`src/isf_pkg.sv`:
```
// constants, register map and types shared by the interrupt source flag block
`default_nettype none

package isf_pkg;

    // =========================================================================
    // bus geometry
    localparam int ADDR_W = 12;
    localparam int DATA_W = 32;
    localparam int PC_W   = 13;

    // =========================================================================
    // register indices, byte address is four times the index
    localparam logic [9:0] IDX_INT_CTRL     = 10'h00b;
    localparam logic [9:0] IDX_PERIPH_FLAGS = 10'h00c;
    localparam logic [9:0] IDX_PERIPH_EN    = 10'h08c;
    localparam logic [9:0] IDX_OPTION       = 10'h081;
    localparam logic [9:0] IDX_EVT_STATUS   = 10'h090;
    localparam logic [9:0] IDX_EVT_MASK     = 10'h091;

    // =========================================================================
    // interrupt_control fields
    localparam int CTL_GLBE = 7;
    localparam int CTL_GRPE = 6;
    localparam int CTL_TMRE = 5;
    localparam int CTL_PINE = 4;
    localparam int CTL_PRTE = 3;
    localparam int CTL_TMRF = 2;
    localparam int CTL_PINF = 1;
    localparam int CTL_PRTF = 0;

    // option register: edge select of the external pin
    localparam int OPT_EDGE = 6;

    // event status / mask fields
    localparam int EVT_W    = 4;
    localparam int EVT_EXT  = 0;
    localparam int EVT_TMR  = 1;
    localparam int EVT_PORT = 2;
    localparam int EVT_WAKE = 3;

    // =========================================================================
    // reset values
    localparam logic [7:0]       CTL_RST  = 8'h00;
    localparam logic [7:0]       PF_RST   = 8'h00;
    localparam logic [7:0]       PE_RST   = 8'h00;
    localparam logic [7:0]       OPT_RST  = 8'hff;
    localparam logic [EVT_W-1:0] EVT_RST  = 4'h0;
    localparam logic [EVT_W-1:0] MASK_RST = 4'h0;

    // =========================================================================
    // timer wrap points, stack size, detector arming delay
    localparam logic [7:0] TIMER_MAX   = 8'hff;
    localparam logic [7:0] TIMER_MIN   = 8'h00;
    localparam logic [3:0] STACK_DEPTH = 4'h8;
    localparam logic [1:0] ARM_DONE    = 2'h3;

    // =========================================================================
    // types
    typedef enum logic [2:0] {
        REG_NONE, REG_CTRL, REG_PFLAG, REG_PEN, REG_OPT, REG_EVT, REG_MASK
    } isf_reg_t;

    typedef enum logic {PWR_AWAKE, PWR_ASLEEP} isf_power_t;

    // address decode shared by the read and the write path
    function automatic isf_reg_t isfRegSel(input logic [ADDR_W-1:0] addr);
        isf_reg_t sel;
        sel = REG_NONE;
        if (addr == {IDX_INT_CTRL, 2'b00})     sel = REG_CTRL;
        if (addr == {IDX_PERIPH_FLAGS, 2'b00}) sel = REG_PFLAG;
        if (addr == {IDX_PERIPH_EN, 2'b00})    sel = REG_PEN;
        if (addr == {IDX_OPTION, 2'b00})       sel = REG_OPT;
        if (addr == {IDX_EVT_STATUS, 2'b00})   sel = REG_EVT;
        if (addr == {IDX_EVT_MASK, 2'b00})     sel = REG_MASK;
        return sel;
    endfunction

endpackage

`default_nettype wire

```
`src/isf_return_stack.sv`:
```
// hardware return stack that keeps the program counter of taken interrupts
`timescale 1ns/1ns
`default_nettype none

module isf_return_stack
    import isf_pkg::*;
(
    input  wire logic            ref_clk,
    input  wire logic            reset_n,
    input  wire logic            pushEn,
    input  wire logic [PC_W-1:0] pushPc,
    input  wire logic            popEn,
    output logic      [PC_W-1:0] topPc,
    output logic      [3:0]      depth
);

    logic [PC_W-1:0] mem [8];
    logic [2:0]      ptr_q;
    logic [2:0]      ptr_d;
    logic [3:0]      depth_q;
    logic [3:0]      depth_d;
    logic [PC_W-1:0] top_q;
    logic [PC_W-1:0] top_d;

    // =========================================================================
    // pointer and top of stack; overflow overwrites the oldest entry silently
    always_comb begin
        ptr_d   = ptr_q;
        depth_d = depth_q;
        top_d   = top_q;
        if (pushEn) begin
            ptr_d = ptr_q + 3'h1;
            top_d = pushPc;
            if (depth_q != STACK_DEPTH) begin
                depth_d = depth_q + 4'h1;
            end
        end else if (popEn) begin
            ptr_d = ptr_q - 3'h1;
            top_d = mem[ptr_q - 3'h2];
            if (depth_q != 4'h0) begin
                depth_d = depth_q - 4'h1;
            end
        end
    end

    always_ff @(posedge ref_clk) begin
        if (!reset_n) begin
            ptr_q   <= 3'h0;
            depth_q <= 4'h0;
            top_q   <= '0;
        end else begin
            ptr_q   <= ptr_d;
            depth_q <= depth_d;
            top_q   <= top_d;
        end
    end

    // storage has no reset; a pop that leaves the stack empty loads an entry that was never pushed into the top
    always_ff @(posedge ref_clk) begin
        if (pushEn) begin
            mem[ptr_q] <= pushPc;
        end
    end

    assign topPc = top_q;
    assign depth = depth_q;
endmodule // isf_return_stack

`default_nettype wire

```
`src/isf_interrupt_flags.sv`:
```
// interrupt flags, enables, sleep wake and apb register file of the interrupt sources
`timescale 1ns/1ns
`default_nettype none

// Function
// - the external pin is caught on a rising edge when edge select is one and on a falling edge when zero.
// - a qualifying edge on the external pin sets the external pin flag.
// - the external pin request is held off while its enable at bit 4 of interrupt_control is clear.
// - sleep is left on an external pin event only if its enable was set before sleep began.
// - after wake the vector is taken only when the global enable is set, else execution goes on.
// - a timer-0 count wrap from ff to 00 sets the timer wrap flag.
// - the timer wrap request is passed or blocked by its enable bit.
// - any level change on the upper four port b pins sets the port change flag.
// - the port change request is passed or blocked by its enable bit.
// - taking an interrupt pushes only the return program counter onto the hardware stack.
// - flag and enable bits of an absent parallel port or serial unit are unimplemented and read zero.
// - a peripheral group request needs the group enable as well as its own enable.
module isf_interrupt_flags
    import isf_pkg::*;
#(
    parameter bit HAS_PARALLEL_PORT = 1'b1,
    parameter bit HAS_SERIAL        = 1'b1
) (
    input  wire logic              ref_clk,
    input  wire logic              reset_n,
    input  wire logic              psel,
    input  wire logic              penable,
    input  wire logic              pwrite,
    input  wire logic [ADDR_W-1:0] paddr,
    input  wire logic [DATA_W-1:0] pwdata,
    output logic      [DATA_W-1:0] prdata,
    output logic                   pready,
    output logic                   pslverr,
    input  wire logic              extIrqPin,
    input  wire logic [3:0]        portBPins,
    input  wire logic [7:0]        timer0Count,
    input  wire logic [7:0]        periphEvents,
    input  wire logic              sleepEnter,
    input  wire logic              irqAck,
    input  wire logic [PC_W-1:0]   returnPc,
    input  wire logic              irqReturn,
    output logic                   irqRequest,
    output logic                   wakeUp,
    output logic                   wakeToVector,
    output logic      [PC_W-1:0]   resumePc,
    output logic      [3:0]        stackDepth,
    output logic                   irqOut
);

    // absent units leave their flag and enable bits at zero
    localparam logic [7:0] PF_IMPL = {HAS_PARALLEL_PORT, 1'b1, HAS_SERIAL, HAS_SERIAL, 4'hf};

    // =========================================================================
    // pin synchronisers and edge detectors
    logic       extSync1_q;
    logic       extSync2_q;
    logic       extPrev_q;
    logic [3:0] portSync1_q;
    logic [3:0] portSync2_q;
    logic [3:0] portPrev_q;
    logic [7:0] tmrPrev_q;
    logic [1:0] arm_q;
    logic [1:0] arm_d;
    logic       armed;
    logic       extRise;
    logic       extFall;
    logic       extEdge;
    logic       portChange;
    logic       tmrWrap;

    // =========================================================================
    // registers and sleep state
    logic [7:0]       ctl_q;
    logic [7:0]       ctl_d;
    logic [7:0]       pf_q;
    logic [7:0]       pf_d;
    logic [7:0]       pe_q;
    logic [7:0]       pe_d;
    logic [7:0]       opt_q;
    logic [7:0]       opt_d;
    logic [EVT_W-1:0] evt_q;
    logic [EVT_W-1:0] evt_d;
    logic [EVT_W-1:0] mask_q;
    logic [EVT_W-1:0] mask_d;
    logic [7:0]       rdMux;
    logic [DATA_W-1:0] prdata_q;
    logic [DATA_W-1:0] prdata_d;
    isf_reg_t         regSel;
    logic             apbSetup;
    logic             apbAccess;
    logic             wrEn;
    logic             rdAccess;
    isf_power_t       pwr_q;
    isf_power_t       pwr_d;
    logic             pinEnAtSleep_q;
    logic             pinEnAtSleep_d;
    logic             wakeUp_q;
    logic             wakeUp_d;
    logic             vector_q;
    logic             vector_d;
    logic             wakeExt;
    logic             wakeOther;
    logic             periphPending;

    // =========================================================================
    // detectors wait a few cycles after reset so reset levels give no false edge
    always_comb begin
        arm_d = (arm_q == ARM_DONE) ? arm_q : arm_q + 2'h1;
    end

    always_ff @(posedge ref_clk) begin
        if (!reset_n) begin
            extSync1_q  <= 1'b0;
            extSync2_q  <= 1'b0;
            extPrev_q   <= 1'b0;
            portSync1_q <= 4'h0;
            portSync2_q <= 4'h0;
            portPrev_q  <= 4'h0;
            tmrPrev_q   <= 8'h00;
            arm_q       <= 2'h0;
        end else begin
            extSync1_q  <= extIrqPin;
            extSync2_q  <= extSync1_q;
            extPrev_q   <= extSync2_q;
            portSync1_q <= portBPins;
            portSync2_q <= portSync1_q;
            portPrev_q  <= portSync2_q;
            tmrPrev_q   <= timer0Count; // same clock, no synchroniser
            arm_q       <= arm_d;
        end
    end

    // edge and change events, one cycle wide
    assign armed      = (arm_q == ARM_DONE);
    assign extRise    = armed & extSync2_q & ~extPrev_q;
    assign extFall    = armed & ~extSync2_q & extPrev_q;
    assign extEdge    = opt_q[OPT_EDGE] ? extRise : extFall;
    assign portChange = armed & (portSync2_q != portPrev_q);
    assign tmrWrap    = armed & (tmrPrev_q == TIMER_MAX) & (timer0Count == TIMER_MIN);

    // =========================================================================
    // apb decode; zero wait states, unmapped addresses answer with pslverr
    assign regSel    = isfRegSel(paddr);
    assign apbSetup  = psel & ~penable;
    assign apbAccess = psel & penable;
    assign wrEn      = apbAccess & pwrite;
    assign rdAccess  = apbAccess & ~pwrite;
    assign pready    = 1'b1;
    assign pslverr   = apbAccess & (regSel == REG_NONE);

    // read mux, captured during setup so prdata comes from a flop
    always_comb begin
        case (regSel)
            REG_CTRL:  rdMux = ctl_q;
            REG_PFLAG: rdMux = pf_q & PF_IMPL;
            REG_PEN:   rdMux = pe_q & PF_IMPL;
            REG_OPT:   rdMux = opt_q;
            REG_EVT:   rdMux = {4'h0, evt_q};
            REG_MASK:  rdMux = {4'h0, mask_q};
            default:   rdMux = 8'h00;
        endcase
        prdata_d = prdata_q;
        if (apbSetup && !pwrite) begin
            prdata_d = {24'h000000, rdMux};
        end
    end

    // =========================================================================
    // register next values; hardware sets come last so a set beats a clear
    always_comb begin
        ctl_d  = ctl_q;
        pf_d   = pf_q;
        pe_d   = pe_q;
        opt_d  = opt_q;
        evt_d  = evt_q;
        mask_d = mask_q;
        if (wrEn) begin
            case (regSel)
                REG_CTRL:  ctl_d  = pwdata[7:0];
                REG_PFLAG: pf_d   = pwdata[7:0] & PF_IMPL;
                REG_PEN:   pe_d   = pwdata[7:0] & PF_IMPL;
                REG_OPT:   opt_d  = pwdata[7:0];
                REG_MASK:  mask_d = pwdata[EVT_W-1:0];
                default:   ;
            endcase
        end
        // only the bits the reader actually saw are cleared
        if (rdAccess && regSel == REG_EVT) begin
            evt_d = evt_q & ~prdata_q[EVT_W-1:0];
        end
        // taking an interrupt masks further ones until the return
        if (irqAck) begin
            ctl_d[CTL_GLBE] = 1'b0;
        end else if (irqReturn) begin
            ctl_d[CTL_GLBE] = 1'b1;
        end
        if (extEdge) begin
            ctl_d[CTL_PINF] = 1'b1;
        end
        if (tmrWrap) begin
            ctl_d[CTL_TMRF] = 1'b1;
        end
        if (portChange) begin
            ctl_d[CTL_PRTF] = 1'b1;
        end
        pf_d = pf_d | (periphEvents & PF_IMPL);
        evt_d[EVT_EXT]  = evt_d[EVT_EXT] | extEdge;
        evt_d[EVT_TMR]  = evt_d[EVT_TMR] | tmrWrap;
        evt_d[EVT_PORT] = evt_d[EVT_PORT] | portChange;
        evt_d[EVT_WAKE] = evt_d[EVT_WAKE] | wakeUp_d;
    end

    always_ff @(posedge ref_clk) begin
        if (!reset_n) begin
            ctl_q    <= CTL_RST;
            pf_q     <= PF_RST;
            pe_q     <= PE_RST;
            opt_q    <= OPT_RST;
            evt_q    <= EVT_RST;
            mask_q   <= MASK_RST;
            prdata_q <= '0;
        end else begin
            ctl_q    <= ctl_d;
            pf_q     <= pf_d;
            pe_q     <= pe_d;
            opt_q    <= opt_d;
            evt_q    <= evt_d;
            mask_q   <= mask_d;
            prdata_q <= prdata_d;
        end
    end

    // =========================================================================
    // request to the core
    assign periphPending = ctl_q[CTL_GRPE] & |(pf_q & pe_q & PF_IMPL);
    assign irqRequest = ctl_q[CTL_GLBE] & ((ctl_q[CTL_PINE] & ctl_q[CTL_PINF])
                                         | (ctl_q[CTL_TMRE] & ctl_q[CTL_TMRF])
                                         | (ctl_q[CTL_PRTE] & ctl_q[CTL_PRTF])
                                         | periphPending);

    // =========================================================================
    // sleep and wake; the pin enable is frozen at sleep entry
    assign wakeExt   = ctl_q[CTL_PINF] & pinEnAtSleep_q;
    assign wakeOther = (ctl_q[CTL_TMRE] & ctl_q[CTL_TMRF]) | (ctl_q[CTL_PRTE] & ctl_q[CTL_PRTF]) | periphPending;

    always_comb begin
        pwr_d         = pwr_q;
        pinEnAtSleep_d = pinEnAtSleep_q;
        wakeUp_d      = 1'b0;
        vector_d      = vector_q;
        case (pwr_q)
            PWR_AWAKE: begin
                if (sleepEnter) begin
                    pwr_d         = PWR_ASLEEP;
                    pinEnAtSleep_d = ctl_q[CTL_PINE];
                end
            end
            PWR_ASLEEP: begin
                if (wakeExt || wakeOther) begin
                    pwr_d    = PWR_AWAKE;
                    wakeUp_d = 1'b1;
                    vector_d = ctl_q[CTL_GLBE];
                end
            end
            default: begin
                pwr_d = PWR_AWAKE;
            end
        endcase
    end

    always_ff @(posedge ref_clk) begin
        if (!reset_n) begin
            pwr_q         <= PWR_AWAKE;
            pinEnAtSleep_q <= 1'b0;
            wakeUp_q      <= 1'b0;
            vector_q      <= 1'b0;
        end else begin
            pwr_q         <= pwr_d;
            pinEnAtSleep_q <= pinEnAtSleep_d;
            wakeUp_q      <= wakeUp_d;
            vector_q      <= vector_d;
        end
    end

    // =========================================================================
    // outputs
    assign prdata       = prdata_q;
    assign wakeUp       = wakeUp_q;
    assign wakeToVector = vector_q;
    assign irqOut       = |(evt_q & mask_q);

    // return address push on interrupt entry
    isf_return_stack u_stack (
        .ref_clk (ref_clk),
        .reset_n (reset_n),
        .pushEn  (irqAck),
        .pushPc  (returnPc),
        .popEn   (irqReturn),
        .topPc   (resumePc),
        .depth   (stackDepth)
    );
endmodule // isf_interrupt_flags

`default_nettype wire

```
`config.mk`:
```
export PLATFORM = sky130hd
export DESIGN_NAME = isf_interrupt_flags
export DESIGN_NICKNAME = d
export VERILOG_FILES = /design/src/isf_pkg.sv /design/src/isf_return_stack.sv /design/src/isf_interrupt_flags.sv
export SDC_FILE = /design/constraint.sdc
export NUM_CORES = 1
export LEC_CHECK = 0
export ABC_AREA = 1
export BUFFER_PORTS_ARGS = -buffer_cell sky130_fd_sc_hd__clkbuf_2
export CAP_MARGIN = 20
export CORE_ASPECT_RATIO = 1.1
export CORE_MARGIN = 2
export CORE_UTILIZATION = 30
export CTS_CLUSTER_DIAMETER = 40
export DETAILED_ROUTE_END_ITERATION = 10
export HOLD_SLACK_MARGIN = 0.15
export PLACE_DENSITY = 0.49
export SKIP_CTS_REPAIR_TIMING = 1
export SLEW_MARGIN = 20
export SYNTH_ARGS = -nofsm -noshare
export SYNTH_HDL_FRONTEND = slang
export SYNTH_SLANG_ARGS = --single-unit
```
`constraint.sdc`:
```
create_clock -name ref_clk -period 3.1 [get_ports ref_clk]
set_input_delay 0.465 -clock ref_clk [delete_from_list [all_inputs] [get_ports ref_clk]]
set_output_delay 0.465 -clock ref_clk [all_outputs]
set_load 0.05 [all_outputs]
```
Word level (Yosys, flattened, before mapping)
Memories as Yosys holds them, arrays and structs flattened.
Index checks and enable logic that the tools add are counted.
{"block": "totals", "ramBits": 104, "reg_bits": 97, "n_memories": 1, "inputBits": 86, "output_inout_bits": 55}
{"name": "u_stack.mem", "depth": 8, "width": 13, "read_ports": 1, "rd_clocked_by_memory_dff": 0, "write_ports": 1, "line_no": "isf_return_stack.sv:17", "text": "logic [PC_W-1:0] mem [8];"}
{"block": "classes", "n_addsub": 6, "bitwise_logic": 38, "n_eq_ne": 17, "reduce_logical": 31, "mux": 32}
{"op": "equality test 12 x 10 -> 1 bit, second input constant", "n": 4}
{"op": "one-hot mux 8 bit (6 select lines)", "n": 1}
{"op": "2-to-1 mux 8 bit", "n": 4}
{"op": "2-to-1 mux 13 bit", "n": 2}
{"op": "equality test 12 x 6 -> 1 bit, second input constant", "n": 2}
{"op": "2-to-1 mux 3 bit", "n": 7}
{"op": "2-to-1 mux 4 bit", "n": 5}
{"op": "AND reduction 2 bit", "n": 10}
{"op": "nonzero test 2 bit", "n": 10}
{"op": "AND 1 bit", "n": 18}
{"op": "2-to-1 mux 1 bit", "n": 12}
{"op": "equality test 3 bit, second input constant", "n": 3}
{"op": "bitwise OR 1 bit", "n": 9}
{"op": "AND 4 bit", "n": 2}
{"op": "AND 8 bit", "n": 1}
{"op": "equality test 8 bit, second input constant", "n": 1}
{"op": "zero test 8 bit", "n": 1}
{"op": "bitwise OR 8 bit", "n": 1}
{"op": "OR reduction 8 bit", "n": 1}
{"op": "equality test 3 x 2 -> 1 bit, second input constant", "n": 2}
{"op": "NOT 1 bit", "n": 6}
{"op": "adder 4 x 1 -> 4 bit, second input constant", "n": 1}
{"op": "inequality test 4 bit", "n": 1}
{"op": "inequality test 4 bit, second input constant", "n": 1}
{"op": "other kinds (18)", "n": 19}

Longest topological paths before layout
{"block": "logic_depth", "word_depth": 11, "depth_mapped": 12, "ltp_nobuf": 11}

Modules after synthesis
From an unflattened synthesis, not the netlist that was laid out.
{"block": "unflattened", "hier_cells": 1032, "area_unflattened_um2": 9173.8}
{"module": "isf_return_stack", "area_each_um2": 5422.7, "n_inst": 1, "cells_per_inst": 521}
{"module": "isf_interrupt_flags", "area_each_um2": 3751.1, "n_inst": 1, "cells_per_inst": 511}

Worst setup path after synthesis
OpenSTA, ideal clock, no wires.
{"block": "synth_path", "kind": "input-to-output", "from": "input paddr[9]", "to": "output pslverr", "cell_stages": 8, "required_ns": 2.635, "n_path_buf": 1, "t_arrival_ns": 2.084, "setup_slack_ns": 0.551, "path_cell_list": "inv_1 nor2_1 nand2_1 nor3_2 buf_6 nor2_1 nand3_1 nor3_1"}
{"block": "synth_between", "elab_chain_cells": 9, "elab_cells_between_ends": 14, "cone_classes": "eq/ne (6); mux (6); bitwise (1); reduce/logical (1)"}
{"item": "start: declaration", "line_no": "isf_interrupt_flags.sv:29", "text": "input wire logic [ADDR_W-1:0] paddr,"}
{"item": "equality test 12 x 6 -> 1 bit", "line_no": "isf_pkg.sv:70", "text": "if (addr == {IDX_INT_CTRL, 2'b00}) sel = REG_CTRL;"}
{"item": "2-to-1 mux 1 bit", "line_no": "isf_pkg.sv:70"}
{"item": "2-to-1 mux 3 bit", "line_no": "isf_pkg.sv:71", "text": "if (addr == {IDX_PERIPH_FLAGS, 2'b00}) sel = REG_PFLAG;"}
{"item": "2-to-1 mux 3 bit", "line_no": "isf_pkg.sv:72", "text": "if (addr == {IDX_PERIPH_EN, 2'b00}) sel = REG_PEN;"}
{"item": "2-to-1 mux 3 bit", "line_no": "isf_pkg.sv:73", "text": "if (addr == {IDX_OPTION, 2'b00}) sel = REG_OPT;"}
{"item": "2-to-1 mux 3 bit", "line_no": "isf_pkg.sv:74", "text": "if (addr == {IDX_EVT_STATUS, 2'b00}) sel = REG_EVT;"}
{"item": "2-to-1 mux 3 bit (*)", "line_no": "isf_pkg.sv:75", "text": "if (addr == {IDX_EVT_MASK, 2'b00}) sel = REG_MASK;"}
{"item": "zero test 3 bit (*)", "line_no": "isf_interrupt_flags.sv:149", "text": "assign pslverr = apbAccess & (regSel == REG_NONE);"}
{"item": "AND 1 bit (*)", "line_no": "isf_interrupt_flags.sv:149"}
{"item": "end: declaration", "line_no": "isf_interrupt_flags.sv:33", "text": "output logic pslverr,"}
Mark *: on every way between the ends. The rest lies on a longest branch, timed or not.

Final worst setup path
{"block": "layout_path", "from": "input paddr[5]", "to": "output pslverr"}
Same word-level chain as after synthesis.

==> flow_metrics.env <==
export IMPL_placement_cell_area_mm2=0.00953
export IMPL_port_buffers=91
export IMPL_relSlewSlack_pct=56.7
export IMPL_fraction_of_power_spent_switching_nets_pct=27.2
export IMPL_mostFrequentLayoutCells="nand2_1, nor2_1, edfxtp_1"
export IMPL_filler_cell_count=2923
export IMPL_actual_slew_at_the_worst_max_slew_pin_ns=0.649
export IMPL_final_layout_size_suffix_gt1_share_pct=19.2
export IMPL_timing_fmax_mhz=427
export IMPL_worstSetupStartpoint="paddr[5]"
export IMPL_synth_top_area_share_pct=35.8
export IMPL_synthesis_instances=930
export IMPL_overflow=0
export IMPL_start_util_pct=30.5
export IMPL_clock_path_buffers=3
export IMPL_layout_worst_path_cycle_share_pct=75.5
export IMPL_yosysWarningCount=0
export IMPL_crit_path_max_fanout=6
export IMPL_drt_pass1_iter_count=5
export IMPL_dieWidth_um=167
export IMPL_hold_path_class="input port to register"
export IMPL_slowest_delay_ns=0.44
export IMPL_cts_root_buffer="clkbuf_16"
export IMPL_run_status="finished, final reports clean"
export IMPL_placed_cells=1375
export IMPL_drt_drc_violations_left=0
export IMPL_core_region_area_mm2=0.0286
export IMPL_powerDensity_mw_per_mm2=697
export IMPL_critPathCaptureType="output pin"
export IMPL_clock_sinks=201
export IMPL_worst_setup_path_endpoint="pslverr"
export IMPL_netSwitchingPower_mw=2.01
export IMPL_r2r_setup_slack_ns=1.07
export IMPL_worst_r2r_cell_count=7
export IMPL_clock_skew_ns=0.0217
export IMPL_detail_route_antenna_nets=0
export IMPL_critPathRequiredTime_ns=2.63
export IMPL_wire_per_inst_um=15.4
export IMPL_power_share_clock_pct=46.6
export IMPL_maxSlewViolCount=0
export IMPL_netlist_top_cell_by_area="edfxtp_1"
export IMPL_die_h_um=183
export IMPL_vdd_ir_drop_worst_uv=419
export IMPL_fp_dieArea_mm2=0.0304
export IMPL_post_dr_vias_cell=4.60
export IMPL_worst_r2r_end="u_stack.topPc[11]$_SDFFE_PN0P_"
export IMPL_dr_total_vias=6610
export IMPL_clock_insertion_delay_worst_skew_ns=0.50
export IMPL_ios=141
export IMPL_final_area_mm2=0.0106
export IMPL_worst_setup_path_type="input port to output pin"
export IMPL_power_frac_seq_pct=40.9
export IMPL_worst_setup_path_start_kind="input port"
export IMPL_avgSynthCellArea_um2=9.38
export IMPL_worst_ep_arrival_time_ns=1.88
export IMPL_cpLargestDelayFamily="simple AND/OR/NAND/NOR gates"
export IMPL_hpwl_mm=14.7
export IMPL_crit_slowest_cell="nor2_1"
export IMPL_ctsHtreeMaxLevel=2
export IMPL_hold_slack_ns=0.147
export IMPL_tns_ns=0
export IMPL_synthDistinctLibCells=39
export IMPL_critical_path_n_buffers_inverters=2
export IMPL_most_common_cell_after_layout_fill_and_taps_aside="nand2_1"
export IMPL_finish_net_count=1138
export IMPL_gr_usage_total_pct=14.6
export IMPL_grt_first_pass_wirelength_mm=35.5
export IMPL_p_int_mw=5.37
export IMPL_p_leak_nw=4.44
export IMPL_grt_pass1_vias=6482
export IMPL_stdcell_count=1437
export IMPL_path_clk_slew_ns=0.05
export IMPL_tritoncts="done"
export IMPL_final_setup_viol_count=0
export IMPL_drt_total_wl_mm=22.2
export IMPL_pwr_share_comb_pct=12.5
export IMPL_grt_antenna_before_repair=1
export IMPL_grt_setup_unrepaired="false"
export IMPL_critPathMostFrequentCell="nor2_1"
export IMPL_mappedNetlistArea_mm2=0.00872
export IMPL_final_core_util_pct=37.0
export IMPL_synth_seq_cells=201
export IMPL_grt_max_degree=63
export IMPL_cts_buffers_inserted=34
export IMPL_syn2layout_area_growth_pct=21.4
export IMPL_cap_violations=0
export IMPL_seq_area_frac_synth_pct=58.1
export IMPL_globalplace_congestion=0.795
export IMPL_num_rows=65
export IMPL_drt_iter0_drc=319
export IMPL_final_period_minus_worst_setup_slack_ns=2.34
export IMPL_ys_top_cells_by_area="edfxtp_1, dfxtp_1, nand2_1, o21ai_0, nor2_1"
export IMPL_crit_path_cell_trace="clkbuf_2, nor2_1, nand3_2, nor2_1, nor2_1, nand3_1, nor3_1, clkbuf_2"
export IMPL_critical_path_depth=8
export IMPL_timing_hold_violations_final=0
export IMPL_crit_reg2reg_launch="u_stack.ptr_q[2]$_SDFFE_PN0P_"
==> cell type report <==
class / count / area (µm²) / area share [%]
antenna: 1 / 2.50 / 0.0236
clock buffer: 41 / 908 / 8.58
clock inverter: 20 / 140 / 1.32
inverter: 89 / 334 / 3.16
multi-input combinational: 598 / 3010 / 28.4
sequential: 201 / 5070 / 47.9
tap: 368 / 460 / 4.35
timing repair buffer: 119 / 666 / 6.29
==> sequential cells by signal (all words and copies together) (netlist names), 8 cells and up <==
signal,flops
pf_q,8
ctl_q,8
pe_q,8
opt_q,8
u_stack.topPc,13
prdata,8
tmrPrev_q,8
u_stack.mem,104
==> synth_stat cells <==
cell type and instances:
nand2_1 144, nor2_1 122, edfxtp_1 104, dfxtp_1 97, o21ai_0 93, inv_1 83, nand3_1 55, a21oi_1 49
o211ai_1 33, buf_4 28, clkbuf_1 19, a22oi_1 13, buf_2 10, ha_1 7, nor2_2 6, nor2_4 6
buf_6 5, inv_2 5, nand2_2 5, nor3_1 5, nand4_1 4, xnor2_1 4, xor2_1 4, a21oi_2 3
buf_1 3, nand3_2 3, o211ai_2 3, o21ai_1 3, conb_1 2, fa_1 2, nor3_2 2, a211oi_1 1
a22o_1 1, a31oi_1 1, and3b_1 1, clkinv_1 1, nand2_4 1, nor4_4 1, o21bai_1 1
==> worst min path at each step <==
stage	startpoint	to	slack, ns	cells after the start
after floorplan	extSync1_q$_SDFF_PN0_	extSync2_q$_SDFF_PN0_	0.39	2
after global placement	portSync1_q[2]$_SDFF_PN0_	portSync2_q[2]$_SDFF_PN0_	0.40	2
after detailed placement	portSync1_q[0]$_SDFF_PN0_	portSync2_q[0]$_SDFF_PN0_	0.40	2
after CTS	portBPins[2]	portSync1_q[2]$_SDFF_PN0_	0.13	3
after global routing	timer0Count[1]	tmrPrev_q[1]$_SDFF_PN0_	0.15	3
final	portBPins[0]	portSync1_q[0]$_SDFF_PN0_	0.15	3
==> per-layer routing <==
layer / global-route usage (%) / share of wire (%)
met2: 25.0 / 48
met5: 0 / 0.059
met3: 3.11 / 4.4
met1: 18.6 / 45
met4: 4.38 / 2.2
==> logic make-up after synthesis <==
family                   count (synthesis)  share of synthesized area (%)
adder cells (fa/ha/maj)                  9                           1.46
flip-flops                             201                           58.1
XOR/XNOR                                 8                          0.803
other                                    2                         0.0861
buffers and inverters                  154                           8.41
AO/OA/AOI/OAI                          201                           13.4
AND/OR/NAND/NOR                        355                           17.8
==> through the flow <==
| step | power, mW | setup slack (ns) |
|---|---|---|
| floorplan | 3.72 | 0.551 |
| finish | 7.37 | 0.759 |
| CTS | 7.48 | 0.710 |
| detailed placement | 4.00 | 0.719 |
| global route | 7.71 | 0.533 |
| global placement | 3.99 | 0.725 |
==> worst reg2reg max path, stage by stage (launching register included) <==
cell and delay [ns]:
dfxtp_1 0.34, inv_1 0.10, ha_1 0.29, buf_4 0.21, inv_1 0.39, o21ai_0 0.19
o211ai_1 0.27, a21oi_1 0.09
==> power groups by stage <==
stage / Sequential (mW) / Clock [mW] / Combinational (mW)
global route: 3.03 / 3.65 / 1.03
detailed placement: 3.07 / 0 / 0.936
floorplan: 3.18 / 0 / 0.543
global placement: 3.07 / 0 / 0.927
CTS: 3.02 / 3.53 / 0.939
finish: 3.02 / 3.44 / 0.921
No activity file was read; power rests on OpenSTA's default activity.
